$ cat src/hdl/adc_ctrl_pkg.sv
// constants, register map and carrier types for the converter control block
package adc_ctrl_pkg;
    localparam int ADDR_W = 12;
    localparam logic [11:0] OFS_RESULT_LOW = 12'h000;
    localparam logic [11:0] OFS_RESULT_HIGH = 12'h004;
    localparam logic [11:0] OFS_CTRL_A = 12'h008;
    localparam logic [11:0] OFS_CTRL_B = 12'h00c;
    localparam logic [11:0] OFS_INPUT_SEL = 12'h010;
    localparam logic [11:0] OFS_POWER = 12'h014;
    localparam logic [11:0] OFS_TRIG_FLAGS = 12'h018;
    // control a fields
    localparam int CA_ENABLE = 7;
    localparam int CA_START = 6;
    localparam int CA_AUTO = 5;
    localparam int CA_DONE = 4;
    localparam int CA_IRQEN = 3;
    localparam int CA_DIV_LSB = 0;
    // input select fields
    localparam int IS_REF_LSB = 6;
    localparam int IS_LEFT = 5;
    localparam int IS_CH_LSB = 0;
    localparam int CH_W = 4;
    localparam int TS_W = 3;
    localparam int DIV_W = 3;
    localparam int RES_W = 10;
    localparam int NTRIG = 8;
    // trigger source 0 is the done flag itself
    localparam logic [2:0] TS_DONE_FLAG = 3'h0;
    localparam logic [7:0] POWER_RESET = 8'h01;
    // timing in converter clock cycles, sample points in converter clock half cycles, trigger sync in cpu clocks
    localparam int NORMAL_CYCLES = 13;
    localparam int FIRST_CYCLES = 25;
    localparam int NORMAL_SAMPLE_HALF = 3;
    localparam int FIRST_SAMPLE_HALF = 27;
    localparam int AUTO_SAMPLE_HALF = 4;
    localparam int SYNC_CPU_CYCLES = 3;
    localparam real CLK_MHZ = 50.0;

    typedef struct packed {
        logic [1:0] refSel;
        logic [CH_W-1:0] channel;
    } analog_sel_t;

    typedef struct packed {
        logic convActive;
        logic sampleHold;
        logic convDone;
    } analog_ctrl_t;
endpackage

$ cat src/hdl/adc_ctrl.sv
// successive approximation converter digital control with APB registers
//
// The placing of the registers and the APB register port were chosen for this implementation.
`timescale 1ns/1ps
module adc_ctrl #(
    parameter int NTRIG = 8
) (
    input wire logic core_clk,
    input wire logic rstn,
    input wire logic psel,
    input wire logic penable,
    input wire logic pwrite,
    input wire logic [adc_ctrl_pkg::ADDR_W-1:0] paddr,
    input wire logic [31:0] pwdata,
    output logic [31:0] prdata,
    output logic pready,
    output logic pslverr,
    input wire logic [NTRIG-1:0] triggerSources,
    input wire logic [adc_ctrl_pkg::RES_W-1:0] coreResult,
    output adc_ctrl_pkg::analog_sel_t analogSel,
    output adc_ctrl_pkg::analog_ctrl_t analogCtrl,
    output logic convIrq
);
    import adc_ctrl_pkg::*;

    typedef enum logic [1:0] {IDLE, WAIT_EDGE, CONVERT} conv_state_t;

    logic [7:0] ctrlA_reg;
    logic [TS_W-1:0] trigSel_reg;
    logic [7:0] inputSel_reg;
    logic powerRed_reg;
    logic [NTRIG-1:0] trigFlag_reg;
    logic [7:0] resLow_reg, resHigh_reg;
    logic readLock_reg;
    analog_sel_t selBuf_reg;
    logic [7:0] presc_reg;
    logic [4:0] cycCnt_reg;
    logic firstConv_reg, autoConv_reg;
    conv_state_t state_reg;
    logic [SYNC_CPU_CYCLES-1:0] trigPipe_reg;
    logic [NTRIG-1:0] trigS1_reg, trigS2_reg, trigPrev_reg;

    wire enable = ctrlA_reg[CA_ENABLE];
    wire autoEn = ctrlA_reg[CA_AUTO];
    wire [DIV_W-1:0] divSel = ctrlA_reg[CA_DIV_LSB +: DIV_W];
    wire wrAcc = psel & penable & pwrite;
    wire rdAcc = psel & penable & ~pwrite;
    wire hitLow = paddr == OFS_RESULT_LOW;
    wire hitHigh = paddr == OFS_RESULT_HIGH;
    wire hitCtrlA = paddr == OFS_CTRL_A;
    wire hitCtrlB = paddr == OFS_CTRL_B;
    wire hitSel = paddr == OFS_INPUT_SEL;
    wire hitPower = paddr == OFS_POWER;
    wire hitFlags = paddr == OFS_TRIG_FLAGS;
    wire mapped = hitLow | hitHigh | hitCtrlA | hitCtrlB | hitSel | hitPower
        | hitFlags;

    // converter clock: power-of-two divider, two cpu clocks minimum
    function automatic logic [7:0] divMask(input logic [DIV_W-1:0] s);
        divMask = (s == 3'h0) ? 8'h01 : 8'(9'h1ff >> (4'd9 - {1'b0, s}));
    endfunction
    wire [7:0] mask = divMask(divSel);
    wire [7:0] half = (mask >> 1) + 8'h01;
    wire halfTick = ((presc_reg & mask) == mask) ||
        ((presc_reg & mask) == (half - 8'h01));
    wire riseTick = (presc_reg & mask) == mask;

    // trigger edge detection and flags set by the sources themselves
    wire [NTRIG-1:0] trigRise = trigS2_reg & ~trigPrev_reg;
    wire selTrig = (trigSel_reg == TS_DONE_FLAG) ? ctrlA_reg[CA_DONE]
        : trigFlag_reg[trigSel_reg];
    logic selTrigPrev_reg;
    wire trigEdge = selTrig & ~selTrigPrev_reg;

    // enable and start may arrive in one write, so the old enable is not used
    wire swStart = wrAcc & hitCtrlA & pwdata[CA_START] & ~powerRed_reg
        & pwdata[CA_ENABLE];
    wire busy = state_reg != IDLE;
    wire autoFire = trigPipe_reg[SYNC_CPU_CYCLES-1];
    wire [4:0] totalCyc = firstConv_reg ? 5'(FIRST_CYCLES)
        : 5'(NORMAL_CYCLES);
    // half-cycle counter for the sample point
    logic [5:0] halfCnt_reg;
    wire [5:0] samplePt = autoConv_reg ? 6'(AUTO_SAMPLE_HALF)
        : firstConv_reg ? 6'(FIRST_SAMPLE_HALF)
        : 6'(NORMAL_SAMPLE_HALF);
    wire lastCycle = (state_reg == CONVERT) && (cycCnt_reg == totalCyc - 5'd1);
    wire complete = lastCycle && riseTick;
    wire doneFree = autoEn && trigSel_reg == TS_DONE_FLAG;

    // result placement
    wire [15:0] placed = inputSel_reg[IS_LEFT] ? {coreResult, 6'h00}
        : {6'h00, coreResult};

    always_ff @(posedge core_clk or negedge rstn) begin
        if (!rstn) begin
            trigS1_reg <= '0;
            trigS2_reg <= '0;
            trigPrev_reg <= '0;
        end else begin
            trigS1_reg <= triggerSources;
            trigS2_reg <= trigS1_reg;
            trigPrev_reg <= trigS2_reg;
        end
    end

    // prescaler held in reset while disabled, restarted by auto trigger
    always_ff @(posedge core_clk or negedge rstn) begin
        if (!rstn) begin
            presc_reg <= '0;
        end else if (!enable || (autoFire && !busy && autoEn)) begin
            presc_reg <= '0;
        end else begin
            presc_reg <= presc_reg + 8'h01;
        end
    end

    // trigger synchroniser pipe adds fixed cpu clocks to trigger timing
    always_ff @(posedge core_clk or negedge rstn) begin
        if (!rstn) begin
            trigPipe_reg <= '0;
            selTrigPrev_reg <= 1'b0;
        end else begin
            selTrigPrev_reg <= selTrig;
            // edges seen while busy are dropped, level at completion ignored
            trigPipe_reg <= {trigPipe_reg[SYNC_CPU_CYCLES-2:0],
                trigEdge & autoEn & enable & ~busy & ~doneFree};
        end
    end

    always_ff @(posedge core_clk or negedge rstn) begin
        if (!rstn) begin
            state_reg <= IDLE;
            cycCnt_reg <= '0;
            halfCnt_reg <= '0;
            firstConv_reg <= 1'b1;
            autoConv_reg <= 1'b0;
        end else if (!enable) begin
            state_reg <= IDLE;
            cycCnt_reg <= '0;
            halfCnt_reg <= '0;
            firstConv_reg <= 1'b1;
            autoConv_reg <= 1'b0;
        end else begin
            case (state_reg)
                IDLE: begin
                    cycCnt_reg <= '0;
                    halfCnt_reg <= '0;
                    if (autoFire) begin
                        state_reg <= CONVERT;
                        autoConv_reg <= 1'b1;
                    end else if (swStart || ctrlA_reg[CA_START]) begin
                        // a start written with enable is picked up here
                        state_reg <= WAIT_EDGE;
                        autoConv_reg <= 1'b0;
                    end
                end
                WAIT_EDGE: begin
                    if (riseTick) begin
                        state_reg <= CONVERT;
                    end
                end
                CONVERT: begin
                    if (halfTick && halfCnt_reg != 6'h3f) begin
                        halfCnt_reg <= halfCnt_reg + 6'h01;
                    end
                    if (riseTick) begin
                        cycCnt_reg <= cycCnt_reg + 5'd1;
                    end
                    if (complete) begin
                        firstConv_reg <= 1'b0;
                        cycCnt_reg <= '0;
                        halfCnt_reg <= '0;
                        autoConv_reg <= 1'b0;
                        state_reg <= doneFree ? CONVERT : IDLE;
                    end
                end
                default: state_reg <= IDLE;
            endcase
        end
    end

    // selection buffer tracks register while enabled, except in a conversion before its last cycle
    always_ff @(posedge core_clk or negedge rstn) begin
        if (!rstn) begin
            selBuf_reg <= '0;
        end else if (enable && (state_reg != CONVERT || lastCycle)) begin
            selBuf_reg.refSel <= inputSel_reg[IS_REF_LSB +: 2];
            selBuf_reg.channel <= inputSel_reg[IS_CH_LSB +: CH_W];
        end
    end

    // control a: enable gated by power reduction, start and done by hardware
    always_ff @(posedge core_clk or negedge rstn) begin
        if (!rstn) begin
            ctrlA_reg <= '0;
        end else begin
            if (wrAcc && hitCtrlA) begin
                ctrlA_reg[CA_ENABLE] <= pwdata[CA_ENABLE] & ~powerRed_reg;
                ctrlA_reg[CA_AUTO] <= pwdata[CA_AUTO];
                ctrlA_reg[CA_IRQEN] <= pwdata[CA_IRQEN];
                ctrlA_reg[CA_DIV_LSB +: DIV_W] <= pwdata[CA_DIV_LSB +: DIV_W];
            end
            // start bit: held during conversion, cleared at single completion
            if (swStart || autoFire) begin
                ctrlA_reg[CA_START] <= 1'b1;
            end else if (complete && !doneFree) begin
                ctrlA_reg[CA_START] <= 1'b0;
            end else if (!enable) begin
                ctrlA_reg[CA_START] <= 1'b0;
            end
            if (complete) begin
                ctrlA_reg[CA_DONE] <= 1'b1;
            end else if (wrAcc && hitCtrlA && pwdata[CA_DONE]) begin
                ctrlA_reg[CA_DONE] <= 1'b0;
            end
        end
    end

    always_ff @(posedge core_clk or negedge rstn) begin
        if (!rstn) begin
            trigSel_reg <= '0;
        end else if (wrAcc && hitCtrlB) begin
            trigSel_reg <= pwdata[TS_W-1:0];
        end
    end

    always_ff @(posedge core_clk or negedge rstn) begin
        if (!rstn) begin
            inputSel_reg <= '0;
        end else if (wrAcc && hitSel) begin
            inputSel_reg <= pwdata[7:0];
        end
    end

    // power reduction comes up set, so the converter starts off unusable
    always_ff @(posedge core_clk or negedge rstn) begin
        if (!rstn) begin
            powerRed_reg <= POWER_RESET[0];
        end else if (wrAcc && hitPower) begin
            powerRed_reg <= pwdata[0];
        end
    end

    // set wins over write-one-to-clear, so no source event is lost
    always_ff @(posedge core_clk or negedge rstn) begin
        if (!rstn) begin
            trigFlag_reg <= '0;
        end else begin
            trigFlag_reg <= (trigFlag_reg
                & ~((wrAcc && hitFlags) ? pwdata[NTRIG-1:0] : '0))
                | trigRise;
        end
    end

    // result bytes only move while no half-read pair is pending
    always_ff @(posedge core_clk or negedge rstn) begin
        if (!rstn) begin
            resLow_reg <= '0;
            resHigh_reg <= '0;
        end else if (complete && !readLock_reg) begin
            resLow_reg <= placed[7:0];
            resHigh_reg <= placed[15:8];
        end
    end

    always_ff @(posedge core_clk or negedge rstn) begin
        if (!rstn) begin
            readLock_reg <= 1'b0;
        end else if (rdAcc && hitLow) begin
            readLock_reg <= 1'b1;
        end else if (rdAcc && hitHigh) begin
            readLock_reg <= 1'b0;
        end
    end

    wire [7:0] ctrlARead = {ctrlA_reg[7], ctrlA_reg[CA_START] | busy,
        ctrlA_reg[5:0]};
    wire [31:0] rdMux = hitLow ? {24'h0, resLow_reg}
        : hitHigh ? {24'h0, resHigh_reg}
        : hitCtrlA ? {24'h0, ctrlARead}
        : hitCtrlB ? {29'h0, trigSel_reg}
        : hitSel ? {24'h0, inputSel_reg}
        : hitPower ? {31'h0, powerRed_reg}
        : hitFlags ? {{(32-NTRIG){1'b0}}, trigFlag_reg}
        : 32'h0;

    always_ff @(posedge core_clk or negedge rstn) begin
        if (!rstn) begin
            prdata <= '0;
        end else if (psel && !penable && !pwrite) begin
            prdata <= rdMux;
        end
    end

    assign pready = 1'b1;
    assign pslverr = psel & penable & ~mapped;
    assign analogSel = selBuf_reg;
    assign analogCtrl.convActive = state_reg == CONVERT;
    assign analogCtrl.sampleHold = state_reg == CONVERT
        && halfCnt_reg == samplePt;
    assign analogCtrl.convDone = complete;
    assign convIrq = ctrlA_reg[CA_DONE] & ctrlA_reg[CA_IRQEN];
endmodule

$ cat config.mk
export PLATFORM = sky130hd
export DESIGN_NAME = adc_ctrl
export DESIGN_NICKNAME = d
export VERILOG_FILES = /design/src/hdl/adc_ctrl_pkg.sv /design/src/hdl/adc_ctrl.sv
export SDC_FILE = /design/constraint.sdc
export NUM_CORES = 1
export LEC_CHECK = 0
export ABC_AREA = 1
export ABC_CLOCK_PERIOD_IN_PS = 5700
export BUFFER_PORTS_ARGS = -buffer_cell sky130_fd_sc_hd__buf_4
export CORE_MARGIN = 2
export CORE_UTILIZATION = 60
export DETAILED_ROUTE_END_ITERATION = 10
export PLACE_DENSITY = 0.88
export SLEW_MARGIN = 5
export SYNTH_ARGS = -nofsm -noshare
export SYNTH_HDL_FRONTEND = slang
export SYNTH_SLANG_ARGS = --single-unit
$ cat constraint.sdc
create_clock -name core_clk -period 5.7 [get_ports core_clk]
set_clock_uncertainty 0.15 [all_clocks]
set_input_delay 0.285 -clock core_clk [delete_from_list [all_inputs] [get_ports core_clk]]
set_output_delay 0.285 -clock core_clk [all_outputs]
set_load 0.05 [all_outputs]
; Yosys cells after proc, flatten, opt, wreduce, memory -nomap -nowiden
; Index checks and enable logic that the tools add are counted.
[word_totals]
register_bits = 134
input_bits = 67
out_inout_bits = 44
word_cells = 179
[op_classes]
n_addsub = 7
order_cmp = 1
n_eq_ne = 23
shifts = 1
mux = 46
n_bitwise = 34
reduce_logical = 43
[ops]
columns = cell, count
row1 = 8-bit 2-to-1 mux, 10
row2 = 12-bit by 5-bit equality test with 1-bit output (second input constant), 3
row3 = 5-bit 2-to-1 mux, 6
row4 = 8-bit AND, 3
row5 = 12-bit by 4-bit equality test with 1-bit output (second input constant), 2
row6 = 1-bit logical AND, 20
row7 = 6-bit 2-to-1 mux, 3
row8 = 8-bit equality test, 2
row9 = 16-bit 2-to-1 mux, 1
row10 = 8-bit NOT, 2
row11 = 1-bit AND, 15
row12 = 1-bit 2-to-1 mux, 15
row13 = 12-bit by 3-bit equality test with 1-bit output (second input constant), 1
row14 = 12-bit logical NOT, 1
row15 = 2-bit 2-to-1 mux, 6
row16 = 6-bit case mux with 2 select lines, 1
row17 = 5-bit case mux with 2 select lines, 1
row18 = 9-bit by 4-bit right shift with 8-bit output (first input constant), 1
row19 = 7-bit by 1-bit adder with 8-bit output (second input constant), 1
row20 = 8-bit by 1-bit adder with 8-bit output (second input constant), 1
row21 = 4-bit by 2-bit != test with 1-bit output (second input constant), 2
row22 = 8-bit bitwise OR, 1
row23 = 8-bit by 1-bit subtractor with 8-bit output (second input constant), 1
row24 = 1-bit bitwise OR, 7
row25 = 27 further kinds, 49

; Depth between registers and ports, before layout
[logic_depth]
depth_word = 12
ltp_mapped = 17

; Worst setup path before layout
; No wires, ideal clock.
[synth_timing]
path_type = flip-flop to output port
from = reg state_reg[0]
to = out analogCtrl[1] in the netlist's numbering
arrival_time_ns = 2.330
required_ns = 5.265
setup_slack_ns = 2.935
stages_incl_launch_ff = 4
n_path_buf = 0
cell_sequence = dfrtp_1 > nor2_2 > nand3_1 > a211oi_1
[synth_rtl]
columns = item, line
row1 = from (decl), adc_ctrl.sv:39  ; conv_state_t state_reg;
row2 = from (signal assigned), adc_ctrl.sv:175  ; state_reg <= doneFree ? CONVERT : IDLE;
row3 = to (decl), adc_ctrl.sv:21  ; output adc_ctrl_pkg::analog_ctrl_t analogCtrl,

==> results.json <==
{
  "grt_pass1_wl_um": 20900,
  "portBuffers": 61,
  "synth_top_area_frac": 0.487,
  "peakVddDrop_uv": 210,
  "synth_top_family_by_area": "simple AND/OR/NAND/NOR gates",
  "power.leakage_nw": 3.28,
  "p_seq_frac": 0.529,
  "path_clk_slew_ps": 130,
  "drcViolationCount": 0,
  "synth.avg_cell_area_um2": 8.08,
  "utilization": 0.703,
  "synth.area.top_cells": "dfrtp_1 (49%), nand2_1 (11%), o21ai_0 (7.1%)",
  "async_reset_ff_frac": 1.00,
  "htreeDepth": 3,
  "seq_area_frac_synth": 0.497,
  "cts_sinks": 110,
  "synth_warnings": 0,
  "vias": 4763,
  "totalWireLength_um": 12400,
  "critPathLaunchType": "flip-flop",
  "hpwlAfterDp_um": 9220,
  "first_pass_iters": 5,
  "maxCapViolations": 0,
  "core_area_mm2": 0.00911,
  "avgRoutedWirePerCell_um": 14.0,
  "ios": 111,
  "p_per_area_mw_per_mm2": 259,
  "yosysMostFrequentCell": "nand2_1",
  "post-route-period-util": 0.529,
  "p_int_w": 0.00111,
  "status": "finished, final reports clean",
  "setup_violations": 0,
  "cts_root_buffer": "clkbuf_8",
  "switching_share": 0.328,
  "tightest_slew_ps": 1030,
  "ys.flop_type": "dfrtp_1",
  "fillers": 717,
  "multi_input_area_mm2": 0.00226,
  "clk_path_buf_depth": 2,
  "worstSetupPathType": "reg2out",
  "synth_xor_area_frac": 0.00474,
  "synth-simple-area-share": 0.246,
  "synth_cell_types": 40,
  "gp_congestion": 0.915,
  "overflow": 0,
  "drive_gt1_frac": 0.141,
  "yosysTopAreaCell": "dfrtp_1",
  "vias_per_cell": 5.39,
  "hp-class": "in2reg",
  "die_area_mm2": 0.0100,
  "area_growth_pct": 15.5,
  "die_h_um": 100,
  "synth_compound_area_frac": 0.117,
  "initial_utilization": 0.609,
  "synth_cells": 686,
  "synth.area.mux_share": 0.00406,
  "synth_enable_flop_cells": 0,
  "cts_made_buffers": 9,
  "worstSetupEndpointType": "primary output",
  "ant_nets": 0,
  "maxSlewHeadroom": 0.306,
  "fp-row-count": 35,
  "p_total_w": 0.00166,
  "ys_top_cells_by_count": "nand2_1 (162), dfrtp_1 (108), inv_1 (95)",
  "antenna_found_initial": 0,
  "synth_adder_area_share": 0.0181,
  "rsz0062_at_grt": "no",
  "p_clk_frac": 0.295,
  "path_max_fanout": 8,
  "clkLatencyLatePin_ps": 380,
  "grt_pass1_vias": 4563,
  "combPwrFrac": 0.176,
  "timing_hold_violations_final": 0,
  "initialDrtViolationCount": 257,
  "syn_area_mm2": 0.00555,
  "antenna_cells": 0,
  "cp_data_required_time_ps": 5270,
  "post-route-min-period_ps": 3020,
  "final_nets": 843,
  "arrival_ps": 2580,
  "final.setup.tns_ps": 0,
  "p_switching_w": 0.000544,
  "grt_max_degree": 58,
  "ys_ff_latch": 110,
  "regArea_mm2": 0.00276,
  "cts_tree": "built",
  "r2r_setup_slack_ps": 3000,
  "track_usage": 0.263,
  "slew_violations": 0,
  "fmax_ghz": 0.331,
  "die_w_um": 100
}
placed cells by master, fill, tap and decap left out, types with 2 or more instances in the layout:
| master | count |
|---|---|
| o21ai_0 | 79 |
| dfrtp_1 | 108 |
| o22ai_1 | 2 |
| nor2_1 | 46 |
| nor3_1 | 11 |
| nand2_1 | 162 |
| nand3_1 | 52 |
| o211ai_1 | 4 |
| o21ai_1 | 3 |
| inv_2 | 7 |
| o21ai_2 | 3 |
| nand3b_1 | 2 |
| a21oi_1 | 16 |
| conb_1 | 25 |
| a221oi_1 | 2 |
| nand2_2 | 4 |
| dlygate4sd3_1 | 20 |
| nand4_1 | 14 |
| buf_4 | 62 |
| mux2_2 | 2 |
| ha_1 | 8 |
| clkinv_4 | 2 |
| a32o_1 | 2 |
| nor3b_1 | 4 |
| nor2_2 | 2 |
| inv_8 | 3 |
| dfstp_2 | 2 |
| xor2_1 | 3 |
| inv_1 | 95 |
| or2_2 | 5 |
| clkbuf_8 | 9 |
| nor2_4 | 2 |
what timing repair did:
item | in CTS | in global routing
hold endpoints to repair | 72 | 0
gates resized for setup | 0 | 0
buffers inserted | 0 | 0
hold buffers | 20 | 0
metal layers:
layer / vias to the layer above / track usage / routed length [µm]
li1: 2324 / - / -
met1: 2241 / 0.339 / 5260
met2: 171 / 0.443 / 6130
met3: 27 / 0.0446 / 651
met4: 0 / 0.105 / 338
met5: - / 0 / 0
power groups by stage:
stage / logic, W / registers [W] / clock network (W)
after floorplan: 0.000207 / 0.000883 / 0
after global placement: 0.000265 / 0.000889 / 0
after detailed placement: 0.000278 / 0.000891 / 0
after CTS: 0.000290 / 0.000876 / 0.000497
after global routing: 0.000329 / 0.000884 / 0.000530
final: 0.000291 / 0.000878 / 0.000489
metrics by stage:
step | hold WS, ps | setup WS [ps] | instances | instance area, µm²
final | 14.8 | 2680 | 884 | 6410
after global routing | 19.1 | 2470 | 884 | 6410
after global placement | 184 | 3140 | 848 | 6000
after CTS | 4.82 | 2690 | 884 | 6410
after floorplan | -161 | 2940 | 709 | 5630
after detailed placement | 189 | 3060 | 848 | 6000
cell families after synthesis:
logic type	Yosys count
other cells	2
flops	110
buf+inv	136
fa+ha+maj	8
compound gates	118
xor+xnor	3
mux	2
simple gates	307
path summary, 6_finish.rpt:
path                                      startpoint                         end  cells after the start
max                         ctrlA_reg[1]$_DFFE_PN0N_               analogCtrl[0]                     11
min                                    coreResult[7]  resHigh_reg[5]$_DFFE_PN0P_                      3
max reg2reg                 ctrlA_reg[1]$_DFFE_PN0N_   resLow_reg[6]$_DFFE_PN0P_                     13
min reg2reg                trigPipe_reg[1]$_DFF_PN0_   trigPipe_reg[2]$_DFF_PN0_                      0
max in group asynchronous                       rstn  resHigh_reg[1]$_DFFE_PN0P_                      3
min in group asynchronous                       rstn    ctrlA_reg[1]$_DFFE_PN0N_                      2
critical path, cell delays in order, from the launching register on:
cell,delay (ps)
dfrtp_1,530
inv_2,120
ha_1,350
nand3_1,150
nand2_1,90
nor2_1,50
nand2_1,60
o21ai_1,80
nor2_2,200
nand3_4,190
inv_1,160
buf_4,220
final cells by class:
class                   instances  share of cell area
clock inverters                 7              0.0131
flip-flops and latches        110               0.430
clock buffers                   9              0.0193
well taps                     111              0.0217
repair buffers                 82               0.104
inverters                     102              0.0598
multi-input cells             463               0.352
(Power assumes the default switching activity.)
